$ cat src/core/smc_cfg.svh
// constants for the stepper mode control block
`ifndef SMC_CFG_SVH
`define SMC_CFG_SVH
// ============================================================
// position counter
`define SMC_POS_W        9
`define SMC_POS_HOME     9'h000
`define SMC_POS_LAST     9'h1FF
`define SMC_RES_W        4
// ============================================================
// register port
`define SMC_ADDR_W       4
`define SMC_ADDR_CFG     4'h0
`define SMC_ADDR_STAT    4'h1
`define SMC_ADDR_POS     4'h2
`define SMC_CFG_RESET    32'h0000_0000
// ============================================================
// gate drive patterns per quadrant: {b2,a2,b1,a1} high side on
`define SMC_GATE_OFF     4'h0
`define SMC_TBL_W        9
`endif

$ cat src/core/smc_pkg.sv
// types for the stepper mode control block
package smc_pkg;
  typedef enum logic [1:0] {
    SMC_STANDBY  = 2'b00,
    SMC_HOME     = 2'b01,
    SMC_RUN      = 2'b10
  } smc_state_e;
endpackage : smc_pkg

$ cat src/core/smc_steps.sv
// maps a resolution code to steps per quarter cycle, registered
module smc_steps (
  input  wire logic       clk,
  input  wire logic       arst_n,
  input  wire logic [3:0] res,
  output logic      [8:0] steps
);
  logic [8:0] steps_r;
  logic [8:0] steps_nxt;
  always_comb begin
    case (res)
      4'h0: steps_nxt = 9'd2;
      4'h1: steps_nxt = 9'd4;
      4'h2: steps_nxt = 9'd8;
      4'h3: steps_nxt = 9'd16;
      4'h4: steps_nxt = 9'd32;
      4'h5: steps_nxt = 9'd64;
      4'h6: steps_nxt = 9'd128;
      4'h7: steps_nxt = 9'd3;
      4'h8: steps_nxt = 9'd6;
      4'h9: steps_nxt = 9'd12;
      4'hA: steps_nxt = 9'd36;
      4'hB: steps_nxt = 9'd5;
      4'hC: steps_nxt = 9'd10;
      4'hD: steps_nxt = 9'd20;
      4'hE: steps_nxt = 9'd50;
      default: steps_nxt = 9'd100;
    endcase
  end
  always_ff @(posedge clk or negedge arst_n) begin
    if (!arst_n) begin
      steps_r <= 9'd2;
    end else begin
      steps_r <= steps_nxt;
    end
  end
  assign steps = steps_r;
endmodule // smc_steps

$ cat src/core/smc_sync.sv
// two-flop synchroniser for a group of pins
module smc_sync #(
  parameter int W = 1
) (
  input  wire logic         clk,
  input  wire logic         arst_n,
  input  wire logic [W-1:0] d,
  output logic      [W-1:0] q
);
  logic [W-1:0] meta_r;
  logic [W-1:0] q_r;
  always_ff @(posedge clk or negedge arst_n) begin
    if (!arst_n) begin
      meta_r <= '0;
      q_r    <= '0;
    end else begin
      meta_r <= d;
      q_r    <= meta_r;
    end
  end
  assign q = q_r;
endmodule // smc_sync

$ cat src/core/smc_top.sv
// system-mode control and step sequencer of a stepper pre-driver
// ============================================================
// Notes on behaviour
// - sleep low: standby, gates off, reset sequencer; resolution kept.
// - sleep high: active, excite home position.
// - advance edge steps in selected direction.
// - home reset high holds home position.
// - first advance after home release moves.
// - home flag driven low at home.
// - output disable high turns gates off.
// - sequencer keeps stepping while outputs disabled.
// - outputs active only sleep high, disable low.
// - direction low clockwise, high counter-clockwise.
// - steps per quarter from resolution bits.
`include "smc_cfg.svh"
module smc_top
  import smc_pkg::*;
(
  input  wire logic        clk,
  input  wire logic        arst_n,
  input  wire logic        sleep_control_pin,
  input  wire logic        home_reset_pin,
  input  wire logic        output_disable_pin,
  input  wire logic        step_advance_pin,
  input  wire logic        direction_select_pin,
  input  wire logic [3:0]  reg_addr,
  input  wire logic [31:0] reg_wdata,
  input  wire logic        reg_wr,
  input  wire logic        reg_rd,
  output logic      [31:0] reg_rdata,
  output logic      [3:0]  high_side_gate_drive,
  output logic      [3:0]  low_side_gate_drive,
  output logic             home_position_flag_o,
  output logic             home_position_flag_oe,
  output logic      [1:0]  quadrant,
  output logic      [8:0]  step_in_quadrant
);
  // ============================================================
  // pin synchronisers
  logic [4:0] pins_s;
  smc_sync #(.W(5)) smc_sync_inst (
    .clk    (clk),
    .arst_n (arst_n),
    .d      ({sleep_control_pin, home_reset_pin, output_disable_pin,
              step_advance_pin, direction_select_pin}),
    .q      (pins_s)
  );
  logic sleep_s, home_s, dis_s, adv_s, dir_s;
  assign sleep_s = pins_s[4];
  assign home_s  = pins_s[3];
  assign dis_s   = pins_s[2];
  assign adv_s   = pins_s[1];
  assign dir_s   = pins_s[0];

  // ============================================================
  // register port: cfg holds resolution code in bits 3:0
  logic [3:0]  res_r, res_nxt;
  logic [31:0] rdata_r, rdata_nxt;
  logic [8:0]  steps_q;
  smc_steps smc_steps_inst (
    .clk    (clk),
    .arst_n (arst_n),
    .res    (res_r),
    .steps  (steps_q)
  );

  // ============================================================
  // sequencer state
  smc_state_e  state_r, state_nxt;
  logic        adv_prev_r, adv_prev_nxt;
  logic [1:0]  quad_r, quad_nxt;
  logic [8:0]  pos_r, pos_nxt;
  logic        adv_edge;
  assign adv_edge = adv_s & ~adv_prev_r;

  always_comb begin
    state_nxt    = state_r;
    adv_prev_nxt = adv_s;
    quad_nxt     = quad_r;
    pos_nxt      = pos_r;
    // sleep low is synchronous reset of state, edge detector, quadrant and position as well
    if (!sleep_s) begin
      state_nxt    = SMC_STANDBY;
      adv_prev_nxt = 1'b0;
      quad_nxt     = 2'b00;
      pos_nxt      = `SMC_POS_HOME;
    end else begin
      case (state_r)
        SMC_STANDBY: begin
          state_nxt = home_s ? SMC_HOME : SMC_RUN;
          quad_nxt  = 2'b00;
          pos_nxt   = `SMC_POS_HOME;
        end
        SMC_HOME: begin
          quad_nxt = 2'b00;
          pos_nxt  = `SMC_POS_HOME;
          if (!home_s) begin
            state_nxt = SMC_RUN;
          end
        end
        default: begin
          if (home_s) begin
            state_nxt = SMC_HOME;
            quad_nxt  = 2'b00;
            pos_nxt   = `SMC_POS_HOME;
          end else if (adv_edge) begin
            if (!dir_s) begin
              if (pos_r + 9'd1 >= steps_q) begin
                pos_nxt  = `SMC_POS_HOME;
                quad_nxt = quad_r + 2'd1;
              end else begin
                pos_nxt = pos_r + 9'd1;
              end
            end else begin
              if (pos_r == `SMC_POS_HOME) begin
                pos_nxt  = steps_q - 9'd1;
                quad_nxt = quad_r - 2'd1;
              end else begin
                pos_nxt = pos_r - 9'd1;
              end
            end
          end
        end
      endcase
    end
  end

  // ============================================================
  // outputs: quadrant picks coil polarity, full-bridge pattern
  logic [3:0] hs_nxt, ls_nxt, hs_r, ls_r;
  logic       flag_nxt, flag_r;
  logic       drive_on;
  assign drive_on = sleep_s & ~dis_s & (state_nxt != SMC_STANDBY);
  always_comb begin
    hs_nxt = `SMC_GATE_OFF;
    ls_nxt = `SMC_GATE_OFF;
    if (drive_on) begin
      // bit order {2B,2A,1B,1A}; ch1 sign cos, ch2 sign sin
      case (quad_nxt)
        2'd0: begin hs_nxt = 4'b0101; ls_nxt = 4'b1010; end
        2'd1: begin hs_nxt = 4'b0110; ls_nxt = 4'b1001; end
        2'd2: begin hs_nxt = 4'b1010; ls_nxt = 4'b0101; end
        default: begin hs_nxt = 4'b1001; ls_nxt = 4'b0110; end
      endcase
    end
    // home is position zero of quadrant zero, shown only while active
    flag_nxt = (state_nxt != SMC_STANDBY) && (quad_nxt == 2'd0)
               && (pos_nxt == `SMC_POS_HOME);
  end

  always_comb begin
    res_nxt   = res_r;
    rdata_nxt = 32'h0000_0000;
    if (reg_wr && reg_addr == `SMC_ADDR_CFG) begin
      res_nxt = reg_wdata[3:0];
    end
    if (reg_rd) begin
      if (reg_addr == `SMC_ADDR_CFG) begin
        rdata_nxt = {28'h000_0000, res_r};
      end else if (reg_addr == `SMC_ADDR_STAT) begin
        rdata_nxt = {26'h000_0000, flag_r, dis_s, home_s, sleep_s, state_r};
      end else if (reg_addr == `SMC_ADDR_POS) begin
        rdata_nxt = {21'h00_0000, quad_r, pos_r};
      end else begin
        rdata_nxt = 32'h0000_0000;
      end
    end
  end

  always_ff @(posedge clk or negedge arst_n) begin
    if (!arst_n) begin
      state_r    <= SMC_STANDBY;
      adv_prev_r <= 1'b0;
      quad_r     <= 2'b00;
      pos_r      <= `SMC_POS_HOME;
      hs_r       <= `SMC_GATE_OFF;
      ls_r       <= `SMC_GATE_OFF;
      flag_r     <= 1'b0;
      res_r      <= 4'h0;
      rdata_r    <= 32'h0000_0000;
    end else begin
      state_r    <= state_nxt;
      adv_prev_r <= adv_prev_nxt;
      quad_r     <= quad_nxt;
      pos_r      <= pos_nxt;
      hs_r       <= hs_nxt;
      ls_r       <= ls_nxt;
      flag_r     <= flag_nxt;
      res_r      <= res_nxt;
      rdata_r    <= rdata_nxt;
    end
  end

  assign reg_rdata             = rdata_r;
  assign high_side_gate_drive  = hs_r;
  assign low_side_gate_drive   = ls_r;
  assign home_position_flag_o  = 1'b0;
  assign home_position_flag_oe = flag_r;
  assign quadrant              = quad_r;
  assign step_in_quadrant      = pos_r;
endmodule // smc_top

$ cat config.mk
export PLATFORM = sky130hd
export DESIGN_NAME = smc_top
export DESIGN_NICKNAME = d
export VERILOG_FILES = /design/src/core/smc_pkg.sv /design/src/core/smc_steps.sv /design/src/core/smc_sync.sv /design/src/core/smc_top.sv
export VERILOG_INCLUDE_DIRS = /design/src /design/src/core
export SDC_FILE = /design/constraint.sdc
export NUM_CORES = 1
export LEC_CHECK = 0
export BUFFER_PORTS_ARGS = -buffer_cell sky130_fd_sc_hd__buf_2
export CORE_MARGIN = 1.5
export CORE_UTILIZATION = 40
export CTS_CLUSTER_DIAMETER = 60
export DETAILED_ROUTE_END_ITERATION = 10
export PLACE_DENSITY = 0.65
export SKIP_LAST_GASP = 1
export SYNTH_ARGS = -nofsm -noshare
export SYNTH_HDL_FRONTEND = slang
export SYNTH_SLANG_ARGS = --single-unit
$ cat constraint.sdc
create_clock -name clk -period 12.35 [get_ports clk]
set_clock_uncertainty 0.15 [all_clocks]
set_input_delay 1.8525 -clock clk [delete_from_list [all_inputs] [get_ports clk]]
set_output_delay 1.8525 -clock clk [all_outputs]
set_load 0.005 [all_outputs]
# After elaboration in Yosys (flattened, before gate mapping)
# Memory sizes are Yosys's and may differ from the RTL's. A register that Yosys moved wholly into a read port is not among the register bits.
# Index checks and enable logic that the tools add are counted.
# totals
register_bits	78
mem_bits_ro	128
input_bits	45
out_inout_bits	53
word_cells	68
memories	1
# classes
n_addsub	5
order_cmp	1
n_eq_ne	5
n_mux	28
bitwise	5
reduce_logical	11
# memory_table
name	depth	width	read_ports	rd_clocked_by_memory_dff	write_ports	line_no	rtl
(name not given)	16	8	1	1	0	smc_steps.sv:11	case (res)
# op_table
op	n
$mux 9	7
$mux 11	4
$pmux 4 s3	2
$mux 2	11
$logic_not 9->1	2
$sub 9x1->9 const B	2
$add 9x1->9 const B	1
$ge 9x9->1	1
$mux 4	2
$eq 2x1->1 const B	2
$eq 4x1->1 const B	1
$eq 4x2->1 const B	1
$logic_not 2->1	2
$logic_not 4->1	1
$pmux 2 s2	1
$and 1x1->1	3
$logic_and 1x1->1	3
$add 2x1->2 const B	1
$eq 2x2->1 const B	1
$not 1->1	2
$reduce_bool 2->1	1
$reduce_or 2->1	1
$sub 2x1->2 const B	1
$logic_not 1->1	1
$mux 1	1

# Longest topological paths before layout
# Gate-level depths: netlist of run 1.
# logic_depth
ltp_word	11
ltp_mapped	18

# Modules after synthesis
# From an unflattened synthesis of run 1, not the netlist that was laid out.
# unflattened
hier_cells	345
hier_area_um2	3333.2
# modules_own_cells
module	instances	cells_each	area_per_inst_um2	seq_area_each_um2
smc_top	1	293	2613.8	850.8
smc_steps	1	42	469.2	201.4
smc_sync	1	10	250.2	250.2

# Worst setup path after synthesis of run 1
# No wires, ideal clock.
# synth_path
path_kind	register to register
startpoint	register pos_r[2], in the netlist step_in_quadrant[2]
endpoint	register flag_r, in the netlist home_position_flag_oe
setup_ns	0.096
arrival_time_ns	3.875
slack_ns	8.229
stages_incl_launch_ff	19
n_path_buf	1
period_less_slack_ns	4.121
cell_sequence	dfrtp_1 -> clkbuf_1 -> and3_1 -> nand4_1 -> xor2_1 -> inv_1 -> ha_1 -> o21ai_0 -> o32ai_1 -> nor2_1 -> a211oi_1 -> xnor2_1 -> nand2b_1 -> ha_1 -> nand2_1 -> a211o_1 -> a311oi_1 -> o211ai_1 -> nor4_2
# synth_between
elab_chain_len	11
# synth_rtl
element	line_no	rtl
from (decl)	smc_top.sv:72	logic [8:0] pos_r, pos_nxt;
from (signal assigned)	smc_top.sv:175	pos_r <= `SMC_POS_HOME;
from (signal assigned)	smc_top.sv:185	pos_r <= pos_nxt;
parallel branches: the longest is 10 deep, another holds $add 9x1->9	-	
$logic_and 1x1->1 *	smc_top.sv:147	flag_nxt = (state_nxt != SMC_STANDBY) && (quad_nxt == 2'd0)
net flag_nxt	smc_top.sv:131	logic flag_nxt, flag_r;
to (signal assigned)	smc_top.sv:188	flag_r <= flag_nxt;
to (decl)	smc_top.sv:131	
# Mark *: on every way through the listed nets, which the timed path passes.
# A chain may end at the register's enable or synchronous reset.

# Worst setup path in the final report of run 1
# layout_path
startpoint	register pos_r[0], in the netlist step_in_quadrant[0]
endpoint	register flag_r, in the netlist home_position_flag_oe
# The elaborated chain is that of the path after synthesis.

==> results.json, run 1 <==
{
  "status": "complete, no violations",
  "path_common_cell": "ha_1",
  "cts_buffer_depth": 2,
  "ir_drop_mv": 0.0676,
  "wl_um": 7510,
  "io_buffers": 47,
  "drc_errors": 0,
  "syn_inst": 352,
  "start_util": 0.417,
  "slew_headroom": 0.467,
  "cap_violations": 0,
  "grtUsageTotal": 0.181,
  "cts.sinks": 52,
  "io-pin-count": 98,
  "placed_area_um2": 3440,
  "cp_num_buf_inv": 2,
  "syn-cell-area_um2": 3240,
  "pwr-share-comb": 0.274,
  "p_leak_nw": 1.77,
  "maxClockFrequency_ghz": 0.216,
  "cts_resized": 0,
  "cp-start-kind": "flop",
  "rrSetupSlack_ps": 7730,
  "area_growth_pct": 9.08,
  "power.internal_mw": 0.279,
  "switching_share": 0.340,
  "synth_edf_count": 0,
  "grt_pass1_vias": 2479,
  "fin_cells": 492,
  "insertion_delay_ps": 310,
  "syn_area_per_cell_um2": 9.20,
  "viasPerCell": 5.39,
  "hold_path.class": "reg -> reg",
  "async_reset_ff_frac": 1.00,
  "crit_arrival_ps": 4660,
  "die_area_um2": 8650,
  "place_hpwl_um": 5520,
  "power_density_nw_per_um2": 120,
  "synthTopCellsByArea": "dfrtp_1 39%, ha_1 7.3%, buf_4 6.3%",
  "ctsHoldBuffers": 0,
  "timing_worst_slew_pin_value_ps": 780,
  "cts_tree": "built",
  "hold_slack_ps": 197,
  "grt_pass1_wl_um": 12300,
  "critPathMaxStageDelay_ps": 690,
  "root_buffer": "clkbuf_8",
  "wl_per_cell_um": 15.3,
  "grt_max_degree": 53,
  "reg2regPathDepth": 16,
  "antenna_found_initial": 0,
  "r2r-end": "home_position_flag_oe",
  "nets": 453,
  "synth_cell_type_count": 61,
  "htree_levels": 2,
  "yosys_warnings": 0,
  "r2r-start": "step_in_quadrant[0]",
  "critical_path_required_ps": 12390,
  "path_class": "reg -> reg",
  "finalSetupViolCount": 0,
  "postCtsSetupBuffers": 0,
  "overflow": 0,
  "yosysTopAreaCell": "dfrtp_1",
  "synth_common_cells": "51 x dfrtp_1, 36 x nor2_1, 27 x buf_4",
  "fin_util": 0.455,
  "ys_ff_latch": 52,
  "drt_iter0_markers": 200,
  "firstDrtPassIters": 4,
  "drive_gt1_frac": 0.179,
  "clk_pin_slew_ps": 100,
  "die_y_um": 93.0,
  "end_kind": "flop",
  "slowest_stage": "a2111oi_0",
  "synth.most_common_cell": "dfrtp_1",
  "period_minus_slack_ps": 4620,
  "fin_area_um2": 3530,
  "power.switching_mw": 0.144,
  "routabilityCongestion": 0.887,
  "rows": 32,
  "fin_ws_ps": 7730,
  "synth_seq_area_share": 0.402,
  "antenna_cells": 0,
  "synth_ff_type": "dfrtp_1",
  "path_cells": "inv_1 > ha_1 > ha_1 > a2111oi_0 > o32ai_1 > buf_4 > nor2_1 > a211oi_1 > xnor2_1 > nand2b_1 > ha_1 > nand2_1 > a211o_1 > a311oi_1 > o211ai_1 > nor4_2",
  "core_um2": 7770,
  "fin_tns_setup_ps": 0,
  "dp_slack_ps": 7970,
  "tritoncts.num_buffers": 5,
  "critPathTopFamily": "compound AO/OA/AOI/OAI gates",
  "cp-startpoint": "step_in_quadrant[0]",
  "dieWidth_um": 93.0,
  "cp_num_cells": 16,
  "rsz0062_at_grt": "no",
  "slew_viol_final": 0,
  "ant_nets": 0,
  "seq_power_share": 0.482,
  "p_clk_frac": 0.244,
  "netlist.area_leader.share": 0.394,
  "finalPower_mw": 0.423,
  "crit_end": "home_position_flag_oe",
  "fin_crit_sh": 0.374,
  "vias": 2653,
  "worstPathMaxFanout": 7,
  "numPlacedInstances": 484,
  "final-hold-violation-count": 0
}
## power groups by stage
| stage | clock network, mW | logic, mW | registers (mW) |
|---|---|---|---|
| after floorplan | 0 | 0.0944 | 0.197 |
| after global placement | 0 | 0.113 | 0.207 |
| after detailed placement | 0 | 0.114 | 0.208 |
| after CTS | 0.105 | 0.115 | 0.204 |
| after global routing | 0.113 | 0.132 | 0.207 |
| final | 0.103 | 0.116 | 0.204 |
## area by class of cell
class,count,area (µm²)
inverters,22,82.6
multi-input cells,259,1670
repair buffers,49,250
clock inverters,2,13.8
well taps,102,128
flip-flops and latches,52,1300
clock buffers,6,82.6
fillers,776,4230
## cells by family after synthesis
group / Yosys count / share of synthesized area
mux: 7 / 0.0232
flops: 52 / 0.402
other cells: 1 / 0.00116
fa+ha+maj: 19 / 0.0734
simple gates: 127 / 0.212
compound gates: 72 / 0.150
buf+inv: 62 / 0.105
xor+xnor: 12 / 0.0324
## flip-flops by register name, summed over array words and instances, names as in the netlist, 3 cells and up
register,flops
low_side_gate_drive,3
reg_rdata,11
res_r,4
smc_steps_inst.steps,8
smc_sync_inst.meta_r,5
smc_sync_inst.q,5
step_in_quadrant,9
## layout by cell type, fill, tap and decap left out, types with 4 or more instances in the layout
master / netlist / routed
o22ai_1: 5 / 5
xnor2_1: 6 / 6
nor2_1: 36 / 36
inv_1: 22 / 22
and3_1: 6 / 6
ha_1: 19 / 19
mux2_2: 4 / 4
nor3_1: 6 / 6
clkbuf_8: 0 / 6
dfrtp_1: 51 / 51
nor2b_1: 11 / 11
a211oi_1: 4 / 4
buf_2: 0 / 47
nand2_1: 19 / 19
nor4_1: 5 / 5
a21oi_1: 15 / 15
or3_1: 5 / 5
nand2b_1: 9 / 9
a31oi_1: 4 / 4
nand3_1: 8 / 8
and2_1: 8 / 8
o21ai_0: 13 / 13
xor2_1: 6 / 6
conb_1: 1 / 22
## worst reg2reg max path: cells and delay by family (launching register included)
kind | cells | cell delay, ps
and+or+nand+nor | 4 | 910
adders and majority gates | 3 | 810
AOI/OAI and AO/OA | 6 | 1600
buffers and inverters | 2 | 320
DFF | 1 | 500
xor gates and xnor gates | 1 | 190
## layer usage
layer  wire length, µm  GRT usage  share of wire  vias to the layer above
met4               106     0.0518          0.014                        0
met2              3370      0.279           0.45                      133
met3               636     0.0350          0.085                        9
li1                  -          -              -                     1264
met5                 0          0              0                        -
met1              3390      0.259           0.45                     1247
## worst min path at each step
| stage | start | end | slack (ps) | depth (start not counted) |
|---|---|---|---|---|
| global route | smc_sync_inst.meta_r[2] | smc_sync_inst.q[2] | 210 | 0 |
| global placement | smc_sync_inst.meta_r[3] | smc_sync_inst.q[3] | 180 | 0 |
| floorplan | smc_sync_inst.meta_r[0] | smc_sync_inst.q[0] | 180 | 0 |
| detailed placement | smc_sync_inst.meta_r[1] | smc_sync_inst.q[1] | 180 | 0 |
| CTS | smc_sync_inst.meta_r[1] | smc_sync_inst.q[1] | 200 | 0 |
| finish | smc_sync_inst.meta_r[1] | smc_sync_inst.q[1] | 200 | 0 |
Note: power is estimated with default switching activity, not from simulation.
==> inputs of run 2 (changes only) <==
- PLACE_DENSITY: 0.65 -> 0.67
- clock period: 12.35 -> 4 ns (I/O delays scaled with it)
==> results.json, run 2 (synthesized netlist as in run 1, its figures left out) <==
{
  "dieWidth_um": 93.0,
  "critical_path_required_ps": 4040,
  "wl_per_cell_um": 15.3,
  "slew_headroom": 0.530,
  "drc_errors": 0,
  "grtUsageTotal": 0.191,
  "area_growth_pct": 20.4,
  "placed_area_um2": 3670,
  "path_common_cell": "ha_4",
  "die_area_um2": 8650,
  "clk_pin_slew_ps": 100,
  "start_util": 0.417,
  "final_cell_mix": "48 x dfrtp_1, 47 x buf_2, 35 x nor2_1, 34 x buf_4",
  "r2r-start": "step_in_quadrant[0]",
  "path_cells": "ha_4 > and4_4 > nand2_2 > xnor2_2 > ha_1 > nand3_2 > o32ai_4 > o311ai_2 > a21oi_1 > xnor2_1 > nand2b_4 > ha_4 > nand2_1 > a211o_1 > a311oi_2 > o211ai_1 > nor4_2",
  "slowest_stage": "dfrtp_2",
  "tritoncts.num_buffers": 5,
  "slew_viol_final": 0,
  "cts_tree": "built",
  "finalSetupViolCount": 1,
  "violations": "negative setup slack",
  "maxClockFrequency_ghz": 0.250,
  "cp-start-kind": "flop",
  "period_minus_slack_ps": 4000,
  "pwr-share-comb": 0.320,
  "switching_share": 0.347,
  "crit_arrival_ps": 4050,
  "fin_util": 0.502,
  "ant_nets": 0,
  "htree_levels": 2,
  "worstPathMaxFanout": 6,
  "path_class": "reg -> reg",
  "insertion_delay_ps": 310,
  "antenna_found_initial": 0,
  "fin_crit_sh": 1.00,
  "end_kind": "flop",
  "power.switching_mw": 0.473,
  "io_buffers": 47,
  "io-pin-count": 98,
  "layout.cells.most_common": "dfrtp_1",
  "firstDrtPassIters": 5,
  "grt_pass1_wl_um": 12900,
  "die_y_um": 93.0,
  "antenna_cells": 0,
  "p_leak_nw": 1.96,
  "p_clk_frac": 0.224,
  "rrSetupSlack_ps": -4,
  "power_density_nw_per_um2": 349,
  "fin_area_um2": 3900,
  "cts_buffer_depth": 2,
  "status": "finished, violations left",
  "root_buffer": "clkbuf_8",
  "critPathMaxStageDelay_ps": 440,
  "place_hpwl_um": 6050,
  "fin_ws_ps": -4.35,
  "rows": 32,
  "largest_register_ffs": 11,
  "drive_gt1_frac": 0.294,
  "wl_um": 8040,
  "hold_path.class": "in -> async",
  "fill_cells": 763,
  "ctsHoldBuffers": 0,
  "cap_violations": 0,
  "cts.sinks": 52,
  "nets": 485,
  "rsz0062_at_grt": "yes",
  "fin_tns_setup_ps": -4.35,
  "ir_drop_mv": 0.230,
  "grt_max_degree": 31,
  "power.internal_mw": 0.888,
  "overflow": 0,
  "reg2regPathDepth": 17,
  "seq_power_share": 0.455,
  "timing_worst_slew_pin_value_ps": 705,
  "drt_iter0_markers": 318,
  "final-hold-violation-count": 0,
  "core_um2": 7770,
  "routabilityCongestion": 0.949,
  "r2r-end": "home_position_flag_oe",
  "vias": 2822,
  "viasPerCell": 5.39,
  "grt_pass1_vias": 2632
}
## run 2: changes by cell type in the layout (fill, tap and decap cells not counted), moves of 3 or more
| cell | change |
|---|---|
| buf_4 | +32 |
| ha_1 | -3 |
| ha_4 | +3 |
| dfrtp_1 | -3 |
| dfrtp_2 | +3 |
## run 2: power by group through the flow
stage | sequential [mW] | combinational (mW) | clock [mW]
finish | 0.620 | 0.436 | 0.305
global route | 0.627 | 0.487 | 0.334
CTS | 0.620 | 0.412 | 0.313
detailed placement | 0.630 | 0.391 | 0
global placement | 0.628 | 0.387 | 0
floorplan | 0.609 | 0.296 | 0
## run 2: final cells by class
class	count	area, µm²	share of cell area
multi-input cells	259	1800	0.462
clock buffers	5	68.8	0.0176
well taps	102	128	0.0327
flip-flops and latches	52	1310	0.335
inverters	22	82.6	0.0212
repair buffers	81	490	0.126
clock inverters	3	21.3	0.00545
## run 2: worst max-delay path by stage
stage / from / endpoint / slack [ps] / cells past startpoint
2_1_floorplan: step_in_quadrant[2] / home_position_flag_oe / 70 / 18
3_3_place_gp: step_in_quadrant[0] / home_position_flag_oe / -130 / 17
3_5_place_dp: step_in_quadrant[0] / home_position_flag_oe / -160 / 17
4_1_cts: step_in_quadrant[0] / home_position_flag_oe / 3 / 18
5_1_grt: step_in_quadrant[0] / home_position_flag_oe / -190 / 18
6_report: step_in_quadrant[0] / home_position_flag_oe / -4 / 17
## run 2: what timing repair did
item / CTS / global route
pin swaps: 3 / 12
resized for setup: 8 / 19
hold endpoints to repair: 0 / 0
setup buffers: 1 / 1
endpoints found under the setup margin: 1 / 1
## run 2: routing by layer
metal | share of wire | wire length (µm) | track usage | up-vias
met3 | 0.082 | 661 | 0.0333 | 23
li1 | - | - | - | 1323
met1 | 0.43 | 3470 | 0.264 | 1311
met4 | 0.020 | 163 | 0.0455 | 0
met2 | 0.47 | 3750 | 0.311 | 165
met5 | 0 | 0 | 0 | -
## run 2: through the flow
step,worst slack [ps],hold WS [ps],std cells,power (mW)
floorplan,74.6,154,373,0.906
global placement,-126,183,514,1.02
detailed placement,-163,186,514,1.02
CTS,3.45,172,523,1.35
global route,-191,202,524,1.45
finish,-4.35,148,524,1.36
## run 2: critical path: cells and delay by family, from the launching register on
family                     cells  cell delay (ps)
and+or+nand+nor                6             1020
xor gates and xnor gates       2              320
AOI/OAI and AO/OA              6             1280
adders and majority gates      3              660
DFF                            1              440
